## src/design/slps_consts.svh

```systemverilog
// Constants of the sleep and suspend power controller.
// Assumes a 10 MHz core clock; included by bare name.
`ifndef SLPS_CONSTS_SVH
`define SLPS_CONSTS_SVH
`define SLPS_IDX_SLEEP_CONTROL 8'h13
`define SLPS_BIT_ENABLE 7
`define SLPS_DIV_HI 6
`define SLPS_DIV_LO 3
`define SLPS_BIT_PIN 2
`define SLPS_BIT_KEEP 0
`define SLPS_RST_ENABLE 1'b0
`define SLPS_RST_DIV 4'h0
`define SLPS_RST_KEEP 1'b1
`define SLPS_CLK_NS 100
`define SLPS_ISA_RST_NS 2000000
`define SLPS_ISA_RST_CYC \
  ((`SLPS_ISA_RST_NS + `SLPS_CLK_NS - 1) / `SLPS_CLK_NS)
`endif

```

## src/design/slps_pkg.sv

```systemverilog
// Types of the sleep and suspend power controller.
// Assumes nothing beyond the constants header.
package slps_pkg;
  typedef enum logic [3:0] {
    SLPS_RUN = 4'h1,
    SLPS_ARM = 4'h2,
    SLPS_SUSP = 4'h4,
    SLPS_RESUME = 4'h8
  } slps_state_t;

  typedef logic [10:0] slps_div_t;

  // Reserved codes divide by one so the CPU clock stays defined
  function automatic slps_div_t slps_divisor(input logic [3:0] code);
    case (code)
      4'h0: slps_divisor = 11'h001;
      4'h1: slps_divisor = 11'h004;
      4'h2: slps_divisor = 11'h008;
      4'h3: slps_divisor = 11'h00C;
      4'h4: slps_divisor = 11'h010;
      4'h5: slps_divisor = 11'h040;
      4'h6: slps_divisor = 11'h080;
      4'h7: slps_divisor = 11'h100;
      4'h8: slps_divisor = 11'h400;
      default: slps_divisor = 11'h001;
    endcase
  endfunction : slps_divisor
endpackage : slps_pkg

```

## src/design/slps_ctrl.sv

```systemverilog
// Sleep and suspend power controller: sleep control register,
// sleep clock divider, bus clock gating and suspend sequencer.
// Assumes all inputs synchronous to i_core_clk; the 32 kHz
// oscillator arrives as a sampled level.
`timescale 1ns/1ps
`include "slps_consts.svh"

module slps_ctrl #(
  parameter int P_ISA_RST_CYC = `SLPS_ISA_RST_CYC
) (
  input wire logic i_core_clk,
  input wire logic i_rst_n,
  input wire logic i_cfg_wr,
  input wire logic i_cfg_rd,
  input wire logic [7:0] i_cfg_index,
  input wire logic [7:0] i_cfg_wdata,
  output logic [7:0] o_cfg_rdata,
  input wire logic i_sleep_req_n,
  input wire logic i_suspend_req_n,
  input wire logic i_irq,
  input wire logic i_hold_req,
  input wire logic i_refresh_done,
  input wire logic i_osc32k,
  input wire logic i_cpu_off_sel,
  input wire logic i_self_refresh_sel,
  input wire logic i_ior_n,
  input wire logic i_iow_n,
  output logic o_ior_n,
  output logic o_iow_n,
  output logic o_cpu_clk_en,
  output logic o_bus_clk_run,
  output logic o_clk_stop,
  output logic o_leak_ctl,
  output logic o_refresh_tick,
  output logic o_self_refresh,
  output logic o_isa_reset,
  output logic o_proc_reset,
  output logic o_coproc_reset,
  output slps_pkg::slps_state_t o_power_state
);
  import slps_pkg::*;

  localparam int CW = $clog2(P_ISA_RST_CYC + 1);
  localparam logic [CW-1:0] RST_LAST = CW'(P_ISA_RST_CYC - 1);

  slps_state_t state_q, state_d;
  logic enable_q, enable_d;
  logic [3:0] div_q, div_d;
  logic keep_q, keep_d;
  logic sleep_q, sleep_d;
  logic pin_q, osc_q;
  slps_div_t cnt_q, cnt_d;
  logic [CW-1:0] rst_cnt_q, rst_cnt_d;
  logic cpu_off_q, cpu_off_d;
  logic cpu_en_q, cpu_en_d;
  logic bus_run_q, bus_run_d;
  logic refr_q, refr_d;
  logic [7:0] rdata_q, rdata_d;
  logic in_susp, hit, wr, rd, set_wr, sleep_act, tick;
  logic pin_fall, pin_rise, osc_rise;
  slps_div_t divisor;

  always_comb begin
    in_susp = (state_q == SLPS_SUSP);
    hit = (i_cfg_index == `SLPS_IDX_SLEEP_CONTROL);
    // Accesses are dropped in suspend so nothing is corrupted
    wr = i_cfg_wr & hit & ~in_susp;
    rd = i_cfg_rd & hit & ~in_susp;
    set_wr = wr & i_cfg_wdata[`SLPS_BIT_ENABLE];
    pin_fall = pin_q & ~i_sleep_req_n;
    pin_rise = ~pin_q & i_sleep_req_n;
    osc_rise = ~osc_q & i_osc32k;
    divisor = slps_divisor(div_q);
    sleep_act = sleep_q & ~i_hold_req;
    enable_d = enable_q;
    div_d = div_q;
    keep_d = keep_q;
    sleep_d = sleep_q;
    if (wr) begin
      enable_d = i_cfg_wdata[`SLPS_BIT_ENABLE];
      div_d = i_cfg_wdata[`SLPS_DIV_HI:`SLPS_DIV_LO];
      keep_d = i_cfg_wdata[`SLPS_BIT_KEEP];
    end else if (i_irq && !in_susp) begin
      // Suspend keeps the register frozen even if an interrupt arrives
      enable_d = 1'b0;
    end
    if (!in_susp) begin
      if (pin_fall) begin
        sleep_d = 1'b1;
      end else if (pin_rise && !enable_q) begin
        sleep_d = 1'b0;
      end
      if (wr) begin
        sleep_d = set_wr;
      end
      // A fresh software set wins over a same-cycle interrupt
      if (i_irq && !set_wr) begin
        sleep_d = 1'b0;
      end
    end
  end

  always_comb begin
    tick = 1'b0;
    cnt_d = '0;
    if (sleep_act && !in_susp) begin
      if (cnt_q >= divisor - 11'h001) begin
        tick = 1'b1;
      end else begin
        cnt_d = cnt_q + 11'h001;
      end
    end
    cpu_en_d = ~in_susp & (~sleep_act | tick);
    bus_run_d = ~in_susp & (keep_q | ~enable_q);
    refr_d = in_susp & osc_rise;
    rdata_d = 8'h00;
    if (rd) begin
      rdata_d[`SLPS_BIT_ENABLE] = enable_q;
      rdata_d[`SLPS_DIV_HI:`SLPS_DIV_LO] = div_q;
      rdata_d[`SLPS_BIT_PIN] = i_sleep_req_n;
      rdata_d[`SLPS_BIT_KEEP] = keep_q;
    end
  end

  always_comb begin
    state_d = state_q;
    rst_cnt_d = rst_cnt_q;
    cpu_off_d = cpu_off_q;
    case (state_q)
      SLPS_RUN: begin
        if (!i_suspend_req_n) begin
          state_d = SLPS_ARM;
        end
      end
      SLPS_ARM: begin
        if (i_suspend_req_n) begin
          state_d = SLPS_RUN;
        end else if (i_refresh_done) begin
          state_d = SLPS_SUSP;
          cpu_off_d = i_cpu_off_sel;
        end
      end
      SLPS_SUSP: begin
        // Released request only counts on a 32 kHz edge
        if (osc_rise && i_suspend_req_n) begin
          state_d = SLPS_RESUME;
          rst_cnt_d = '0;
        end
      end
      SLPS_RESUME: begin
        if (rst_cnt_q == RST_LAST) begin
          state_d = SLPS_RUN;
        end else begin
          rst_cnt_d = rst_cnt_q + CW'(1);
        end
      end
      default: begin
        state_d = SLPS_RUN;
      end
    endcase
  end

  always_ff @(posedge i_core_clk or negedge i_rst_n) begin
    if (!i_rst_n) begin
      state_q <= SLPS_RUN;
      enable_q <= `SLPS_RST_ENABLE;
      div_q <= `SLPS_RST_DIV;
      keep_q <= `SLPS_RST_KEEP;
      sleep_q <= 1'b0;
      pin_q <= 1'b1;
      osc_q <= 1'b0;
      cnt_q <= '0;
      rst_cnt_q <= '0;
      cpu_off_q <= 1'b0;
      cpu_en_q <= 1'b1;
      bus_run_q <= 1'b1;
      refr_q <= 1'b0;
      rdata_q <= 8'h00;
    end else begin
      state_q <= state_d;
      enable_q <= enable_d;
      div_q <= div_d;
      keep_q <= keep_d;
      sleep_q <= sleep_d;
      pin_q <= i_sleep_req_n;
      osc_q <= i_osc32k;
      cnt_q <= cnt_d;
      rst_cnt_q <= rst_cnt_d;
      cpu_off_q <= cpu_off_d;
      cpu_en_q <= cpu_en_d;
      bus_run_q <= bus_run_d;
      refr_q <= refr_d;
      rdata_q <= rdata_d;
    end
  end

  assign o_cfg_rdata = rdata_q;
  assign o_cpu_clk_en = cpu_en_q;
  assign o_bus_clk_run = bus_run_q;
  assign o_clk_stop = (state_q == SLPS_SUSP);
  assign o_leak_ctl = (state_q == SLPS_SUSP);
  assign o_ior_n = i_ior_n | in_susp;
  assign o_iow_n = i_iow_n | in_susp;
  assign o_refresh_tick = refr_q;
  assign o_self_refresh = in_susp & i_self_refresh_sel;
  assign o_isa_reset = (state_q == SLPS_RESUME);
  // Processors only lose context when their interface was off
  assign o_proc_reset = (state_q == SLPS_RESUME) & cpu_off_q;
  assign o_coproc_reset = (state_q == SLPS_RESUME) & cpu_off_q;
  assign o_power_state = state_q;
endmodule : slps_ctrl

```

## config.mk

```make
export PLATFORM = sky130hd
export DESIGN_NAME = slps_ctrl
export DESIGN_NICKNAME = d
export VERILOG_FILES = /design/src/design/slps_pkg.sv /design/src/design/slps_ctrl.sv
export VERILOG_INCLUDE_DIRS = /design/src /design/src/design
export SDC_FILE = /design/constraint.sdc
export NUM_CORES = 1
export LEC_CHECK = 0
export BUFFER_PORTS_ARGS = -buffer_cell sky130_fd_sc_hd__buf_2
export CORE_UTILIZATION = 30
export DETAILED_ROUTE_END_ITERATION = 8
export SETUP_SLACK_MARGIN = 0.5
export SYNTH_ARGS = -nofsm -noshare
export SYNTH_HDL_FRONTEND = slang
export SYNTH_SLANG_ARGS = --single-unit
```

## constraint.sdc

```tcl
create_clock -name i_core_clk -period 2.9 [get_ports i_core_clk]
set_input_delay 0.435 -clock i_core_clk [delete_from_list [all_inputs] [get_ports i_core_clk]]
set_output_delay 0.435 -clock i_core_clk [all_outputs]
set_load 0.05 [all_outputs]
```

Yosys cells after proc, flatten, opt, wreduce, memory -nomap -nowiden
Memory sizes are Yosys's and may differ from the RTL's.
Index checks and enable logic that the tools add are counted.
{ "word_totals": {"latch_bits": 0, "memories": 1, "out_inout_bits": 23, "romBits": 128, "regBits": 50, "wordCells": 92, "ramBits": 0, "inputBits": 30} }
{ "op_classes": {"n_addsub": 3, "bitwise_logic": 26, "n_lt_le_gt_ge": 1, "div": 0, "reduce_logical": 15, "multipliers": 0, "n_eq_ne": 11, "n_mux": 21, "shifts": 0} }
{ "memory_table": {"columns": ["memory", "depth", "word_bits", "read_ports", "rd_ports_with_merged_regs", "write_ports", "line", "rtl"], "rows": [
  ["(no name shown)", 16, 8, 1, 0, 0, "slps_pkg.sv:15", "case (code)"]
]} }
{ "ops": {"columns": ["operator", "n"], "rows": [
  ["15-bit two-way mux", 2],
  ["15-bit case mux with 2 select lines", 1],
  ["11-bit two-way mux", 2],
  ["4-bit two-way mux", 5],
  ["4-bit case mux with 4 select lines", 1],
  ["15-bit by 1-bit adder with 15-bit output (second input constant)", 1],
  ["15-bit == test (second input constant)", 1],
  ["1-bit AND", 14],
  ["11-bit by 1-bit adder with 11-bit output (second input constant)", 1],
  ["11-bit greater-or-equal comparator", 1],
  ["11-bit by 1-bit subtractor with 11-bit output (second input constant)", 1],
  ["1-bit two-way mux", 9],
  ["8-bit by 5-bit == test with 1-bit output (second input constant)", 1],
  ["1-bit inverter", 8],
  ["6-bit two-way mux", 1],
  ["3-bit AND reduction", 2],
  ["1-bit logical AND", 5],
  ["4-bit by 1-bit == test with 1-bit output (second input constant)", 1],
  ["4-bit by 2-bit == test with 1-bit output (second input constant)", 1],
  ["4-bit by 3-bit == test with 1-bit output (second input constant)", 1],
  ["4-bit == test (second input constant)", 1],
  ["2-bit by 1-bit inequality test with 1-bit output (second input constant)", 2],
  ["2-bit inequality test (second input constant)", 2],
  ["1-bit OR", 4],
  ["6 further kinds", 9]
]} }

Depth between registers and ports, before layout
Gate-level depths: netlist (run 1).
{ "depth": {"depth_word": 8, "depth_mapped": 10, "depth_no_buf": 8} }

Worst setup path after synthesis (run 1)
OpenSTA, ideal clock, no wires.
{ "synth_timing": {"path_kind": "register to output", "start": "reg state_q[1], in the netlist o_power_state[1]", "end": "out o_proc_reset", "path_slack_ps": 353, "path_buffers": 1, "stages_incl_launch_ff": 5, "required_time_ps": 2465, "t_arrival_ps": 2112, "path_cell_list": "dfrtp_1 -> or4b_4 -> clkinv_8 -> and2_1 -> buf_4"} }
{ "synth_between": {"elab_chain_len": 2} }
{ "synth_rtl": {"columns": ["item", "line", "rtl"], "rows": [
  ["start: declaration", "slps_ctrl.sv:46", "slps_state_t state_q, state_d;"],
  ["start signal: assignment", "slps_ctrl.sv:180", "state_q <= state_d;"],
  ["4-bit == test", null, null],
  ["net o_isa_reset", "slps_ctrl.sv:36", "output logic o_isa_reset,"],
  ["1-bit AND", "slps_ctrl.sv:208", "assign o_proc_reset = (state_q == SLPS_RESUME) & cpu_off_q;"],
  ["end: declaration", "slps_ctrl.sv:37", "output logic o_proc_reset,"]
]} }
The timed path passes the listed nets, and every way through them passes these cells.

Worst setup path in the final report (run 1)
{ "layout_timing": {"start": "reg state_q[1], in the netlist o_power_state[1]", "end": "out o_proc_reset"} }
{ "layout_between": {"elab_chain_len": 2} }
{ "layout_rtl": {"columns": ["item", "line"], "rows": [
  ["4-bit == test", "slps_ctrl.sv:208"],
  ["1-bit AND", "slps_ctrl.sv:208"]
]} }
Every way passes these cells.

==> qor.yml, run 1 <==
outcome: "completed"
ys.warnings.count: 0
io_buffers: 49
yosysTopAreaCellShare: 0.4219
fmax_ghz: 0.4346
synth.avg_cell_area_sq_um: 10.23
synth_seq_cells: 50
clkLatencyLatePin_ps: 310
synthArstFlopShare: 1.000
vdd_drop_max_v: 0.0001703
coreArea_sq_um: 8678
gp_congestion: 0.7724
n_antenna_cell: 0
die_h_microns: 96.32
finalSetupTns_ps: 0
cts_max_level: 2
wl_mm: 5.546
max-slew-margin-rel: 0.5181
synth_top_flop_cell: "dfrtp_1"
worstPathCellList: "or4b_4 -> clkinv_8 -> and2_2 -> buf_2"
hpwl_mm: 4.129
arrival_ps: 1870
r2r_cells: 9
required_ps: 2470
cp-end-kind: "output port"
setup_viol: 0
min_period_ps: 2301
start_util: 0.3075
rsz0062_at_grt: "true"
boundaryPins: 53
tightest_slew_ps: 722.8
cts_tree: "yes"
first_pass_iters: 4
grt_start_max_net_pins: 34
crit_slowest_cell: "or4b_4"
finClkSkew_ps: 9.542
synth_cell_type_count: 49
cts_sinks: 50
finalCritPeriodShare: 0.7935
area_growth_pct: 18.28
grt_overflow: 0
final_nets: 352
worstSetupPathType: "reg -> out"
r2r_setup_slack_ps: 710
p_total_uw: 1420
r2r_start: "div_q[2]"
path_buf_inv: 2
drive_gt1_frac: 0.2821
fp.dieW_microns: 96.32
grt_antenna_before_repair: 0
cts_made_buffers: 5
cts.reportedPaths.clkPinSlew_ps: 100
cp_max_fo: 8
synthTopCellsByArea: "dfrtp_1 (42%), ha_1 (5.2%), dfstp_2 (4.9%)"
power_density_nw_per_um2: 449.8
path_delay_family: "simple AND/OR/NAND/NOR gates"
avgRoutedWirePerCell_microns: 13.20
synth_commonest_cells: "dfrtp_1 (45), nand2_1 (22), nor3_1 (16), a21oi_1 (15)"
syn_area_sq_um: 2669
drc: 0
cp-start-kind: "flip-flop"
syn-num-nets: 302
vias_per_cell: 4.960
reg2reg_to: "cnt_q[7]"
synth_edf_count: 0
track_usage: 0.1303
grt_pass1_vias: 1935
cts_root_buf: "clkbuf_8"
vias: 2083
fin_hold_ws_ps: 162.3
cts.hold.buffers_added: 0
max-clock-path-buffers: 2
cap_violations: 0
grt_pass1_wl_mm: 9.342
drtIter0Drc: 65
hold_class: "in -> async"
final_hold_viol_count: 0
yosysTopAreaCell: "dfrtp_1"
die_area_sq_um: 9278
cp_slowest_stage_delay_ps: 620
n_fill_cell: 893
yosysMostFrequentCell: "dfrtp_1"
drv_slew: 0
fp-row-count: 34
syn-instance-count: 261
ant_nets: 0
p_leak_uw: 0.001453
ys_seq_area_frac: 0.4712
## how the worst max path moves through the flow
stage	from	endpoint	slack (ps)	depth (start not counted)
after floorplan	o_power_state[1]	o_proc_reset	530	4
after global placement	div_q[2]	cnt_q[3]	210	8
after detailed placement	div_q[2]	cnt_q[7]	150	8
after CTS	o_power_state[1]	o_self_refresh	510	4
after global routing	o_power_state[1]	o_coproc_reset	510	4
final	o_power_state[1]	o_proc_reset	600	4
## timing repair
action | CTS | global route
setup endpoints to repair | 11 | 14
gates resized for setup | 2 | 10
cloned | 1 | 0
pin swaps | 2 | 2
buffers inserted | 1 | 0
## worst register-to-register path, cell delays in order (launching register included)
cell      delay [ps]
dfrtp_2          480
nor3_4           240
nand2_2          120
a21boi_0         160
ha_1             190
and3_1           170
o21ai_0          220
o211ai_1         130
buf_4            200
nor3_1           210
## power breakdown
group          leakage, uW  switching [uW]  total [uW]  internal [uW]
combinational     0.000791             135         222           87.8
sequential        0.000618            48.7         787            738
clock            0.0000441             241         411            170
total              0.00145             424        1420            996
## cell type report
class / instances / area, sq um / share of cell area
Multi-Input combinational cell: 194 / 1348 / 0.4269
Sequential cell: 50 / 1260 / 0.3991
Timing Repair Buffer: 53 / 282.8 / 0.08958
Tap cell: 108 / 135.1 / 0.04281
Clock buffer: 5 / 68.82 / 0.02180
Inverter: 7 / 41.29 / 0.01308
Clock inverter: 3 / 21.27 / 0.006738
## cells in the final DEF, fill, tap and decap left out, drive strengths merged, types with 5 or more instances in the layout
master	count
dfrtp	45
nand3	11
or3	5
clkbuf	8
ha	11
xor2	6
nor2	9
o21ai	10
xnor2	7
dfstp	5
a21oi	15
nor3	16
and2	10
mux2	6
nand2	22
inv	6
nand4	12
o21a	8
buf	50
## per-layer routing
layer | vias to the layer above | GRT usage | wire length, microns
li1 | 1052 | - | -
met1 | 1004 | 0.1699 | 2663
met2 | 22 | 0.2181 | 2678
met3 | 5 | 0.03081 | 157
met4 | 0 | 0.02941 | 46
met5 | - | 0 | 0
## cells by family (layout without fill, tap and decap cells)
| logic type | count (synthesis) | count (layout) | share of synthesized area |
|---|---|---|---|
| compound gates | 47 | 48 | 0.1172 |
| xor+xnor | 13 | 13 | 0.04266 |
| fa+ha+maj | 11 | 11 | 0.05157 |
| buf+inv | 18 | 68 | 0.03657 |
| flops | 50 | 50 | 0.4712 |
| mux | 8 | 8 | 0.03282 |
| other cells | 2 | 2 | 0.002814 |
| simple gates | 112 | 112 | 0.2452 |
## state kept, by name, summed over array words and instances, names as in the netlist
| signal | flops |
|---|---|
| o_power_state | 4 |
| rst_cnt_q | 15 |
| o_cpu_clk_en | 1 |
| pin_q | 1 |
| cnt_q | 11 |
| cpu_off_q | 1 |
| sleep_q | 1 |
| enable_q | 1 |
| o_refresh_tick | 1 |
| o_cfg_rdata | 7 |
| o_bus_clk_run | 1 |
| keep_q | 1 |
| osc_q | 1 |
| div_q | 4 |
## through the flow
step / cell area, sq um / std cells / util / setup slack [ps]
2_1_floorplan: 2671 / 261 / - / 526.9
3_3_place_gp: 3015 / 410 / 0.3475 / 212.0
3_5_place_dp: 3015 / 410 / 0.3475 / 150.4
4_1_cts: 3127 / 420 / 0.3603 / 512.1
5_1_grt: 3157 / 420 / 0.3638 / 514.1
6_report: 3157 / 420 / 0.3638 / 598.8
Note: power is estimated with default switching activity, not from simulation.
==> run 2, diff against run 1 <==
==> constraint.sdc (replaced) <==
create_clock -name i_core_clk -period 2 [get_ports i_core_clk]
set_input_delay 0.3 -clock i_core_clk [delete_from_list [all_inputs] [get_ports i_core_clk]]
set_output_delay 0.3 -clock i_core_clk [all_outputs]
set_load 0.05 [all_outputs]
==> run 2 against run 1 <==
  * The flow now finishes with violations (setup timing)
  * Sequential cell count unchanged
  * Combinational power rose by 120%
  * Worst hold slack got worse by 50 ps
  * Clock power up 76%
  * Clock skew decreased by 3.0 ps
  * Wire length increased by 20%
==> qor.yml, run 2 (same netlist as run 1, synthesis figures left out) <==
start_util: 0.3075  # unchanged
io_buffers: 49  # unchanged
final_nets: 406  # was 352
hold_class: "in -> reg"  # was in -> async
rsz0062_at_grt: "true"  # unchanged
finalSetupTns_ps: -859.6  # was 0 ps
fmax_ghz: 0.4799
grt_overflow: 0  # unchanged
cp-start-kind: "flip-flop"  # unchanged
hpwl_mm: 4.531  # was 4.129 mm
p_total_uw: 2346  # was 1420 uW
cts.reportedPaths.clkPinSlew_ps: 100  # about the same
global_route.usage.met1: 0.1821  # was 0.1699
drc: 0  # unchanged
first_pass_iters: 4  # unchanged
avgRoutedWirePerCell_microns: 14.00  # was 13.20 microns
gp_congestion: 0.8044  # was 0.7724
tightest_slew_ps: 640.1  # was 722.8 ps
drive_gt1_frac: 0.5301  # was 0.2821
worstSetupStartpoint: "o_power_state[1]"  # unchanged
p_leak_uw: 0.001880  # was 0.001453 uW
final_common_cell: "dfrtp_1"  # was buf_2
n_antenna_cell: 0  # unchanged
final_hold_viol_count: 0  # unchanged
grt_pass1_wl_mm: 10.39  # was 9.342 mm
clkLatencyLatePin_ps: 300  # was 310 ps
boundaryPins: 53  # unchanged
worstPathCellList: "or4b_4 -> buf_12 -> inv_12 -> and2_4 -> buf_8"  # was or4b_4 -> clkinv_8 -> and2_2 -> buf_2
fp-row-count: 34  # unchanged
cp_max_fo: 4  # was 8
violations: "setup timing"
grt_pass1_vias: 2171  # was 1,935
area_growth_pct: 55.70  # was 18.28%
required_ps: 1700  # was 2470 ps
top_usage_layer: "met2"  # unchanged
drv_slew: 0  # unchanged
ant_nets: 0  # unchanged
track_usage: 0.1449  # was 0.1303
die_h_microns: 96.32  # unchanged
vias: 2327  # was 2,083
largest_reg_flops: 15  # unchanged
cts_max_level: 2  # unchanged
grt_start_max_net_pins: 22  # was 34
use_met2: 0.2577  # was 0.2181
place_area_sq_um: 3312  # was 3015 sq um
r2r_setup_slack_ps: -70  # was 710 ps
setup_ws_ps: -83.62  # was 598.8 ps
cp-end-kind: "output port"  # unchanged
worstSetupPathType: "reg -> out"  # unchanged
setup_viol: 15  # was 0
cp_slowest_stage_delay_ps: 560  # was 620 ps
min_period_ps: 2084
fp.dieW_microns: 96.32  # unchanged
final_cell_mix: "dfrtp_1 (40), buf_2 (39), buf_4 (30)"  # was buf_2 (46), dfrtp_1 (43), nand2_1 (21)
cts_tree: "yes"  # unchanged
vdd_drop_max_v: 0.0003136  # was 0.0001703 V
arrival_ps: 1780  # was 1870 ps
cts_sinks: 50  # unchanged
pre_cts_slack_ps: -78.63  # was 150.4 ps
finalCritPeriodShare: 1.042
max-clock-path-buffers: 2  # unchanged
r2r_start: "div_q[2]"  # unchanged
crit_slowest_cell: "or4b_4"  # unchanged
outcome: "complete, but fails checks"  # was completed
vias_per_cell: 4.909  # was 4.960
r2r_cells: 9  # unchanged
crit_path_end: "o_self_refresh"  # was o_proc_reset
cts_root_buf: "clkbuf_8"  # unchanged
power_density_nw_per_um2: 564.6  # was 449.8 nW/um^2
gr-usage-met3: 0.02686  # was 0.03081
wl_mm: 6.634  # was 5.546 mm
max-slew-margin-rel: 0.5673  # was 0.5181
coreArea_sq_um: 8678  # unchanged
finClkSkew_ps: 6.524  # was 9.542 ps
cts_made_buffers: 5  # unchanged
cap_violations: 0  # unchanged
fin_area_sq_um: 4155  # was 3157 sq um
regMostFlops: "rst_cnt_q"  # unchanged
reg2reg_to: "cnt_q[9]"  # was cnt_q[7]
die_area_sq_um: 9278  # unchanged
grt_antenna_before_repair: 0  # unchanged
drtIter0Drc: 44  # was 65
## run 2: what timing repair did
| action | CTS | global route |
|---|---|---|
| hold endpoints to repair | 18 | 0 |
| hold buffers | 1 | 0 |
| setup buffers | 25 | 13 |
| pin swaps | 20 | 13 |
| resized for setup | 78 | 33 |
| setup endpoints to repair | 51 | 55 |
## run 2: area by class of cell
class	count	area (sq um)
multi-input combinational	193	1647
sequential	50	1264
fill	799	4523
tap	108	135.1
inverter	7	51.30
timing repair buffer	108	949.7
clock inverter	3	40.04
clock buffer	5	68.82
## run 2: worst min-delay path by stage
stage,cells after the start,from,slack [ps],end
floorplan,0,i_rst_n,4,cnt_q[0]
global placement,1,i_rst_n,290,rst_cnt_q[5]
detailed placement,1,i_rst_n,290,rst_cnt_q[5]
CTS,1,i_sleep_req_n,100,pin_q
global route,1,i_sleep_req_n,100,pin_q
finish,1,i_sleep_req_n,110,pin_q
## run 2: power breakdown
part / internal (uW) / switching, uW / total [uW] / leakage [uW]
combinational: 231 / 264 / 495 / 0.00121
clock: 369 / 353 / 722 / 0.0000579
sequential: 1070 / 58.6 / 1130 / 0.000615
total: 1670 / 675 / 2350 / 0.00188
## run 2: worst max-delay path, delay by kind of cell, from the launching register on
family	cells	cell delay [ps]
simple gates	2	690
buf+inv	3	350
flops	1	430
## run 2: metal layers
metal  vias up  share of wire
li1       1151              -
met1      1137           0.43
met2        32           0.53
met3         7          0.029
met4         0         0.0083
met5         -              0
## run 2: per-stage QoR
| step | instances | utilization | hold slack, ps |
|---|---|---|---|
| global placement | 427 | 0.3816 | 287.7 |
| detailed placement | 427 | 0.3816 | 294.3 |
| global route | 474 | 0.4788 | 97.86 |
| CTS | 461 | 0.4531 | 100.7 |
| finish | 474 | 0.4788 | 112.7 |
| floorplan | 261 | - | 4.409 |
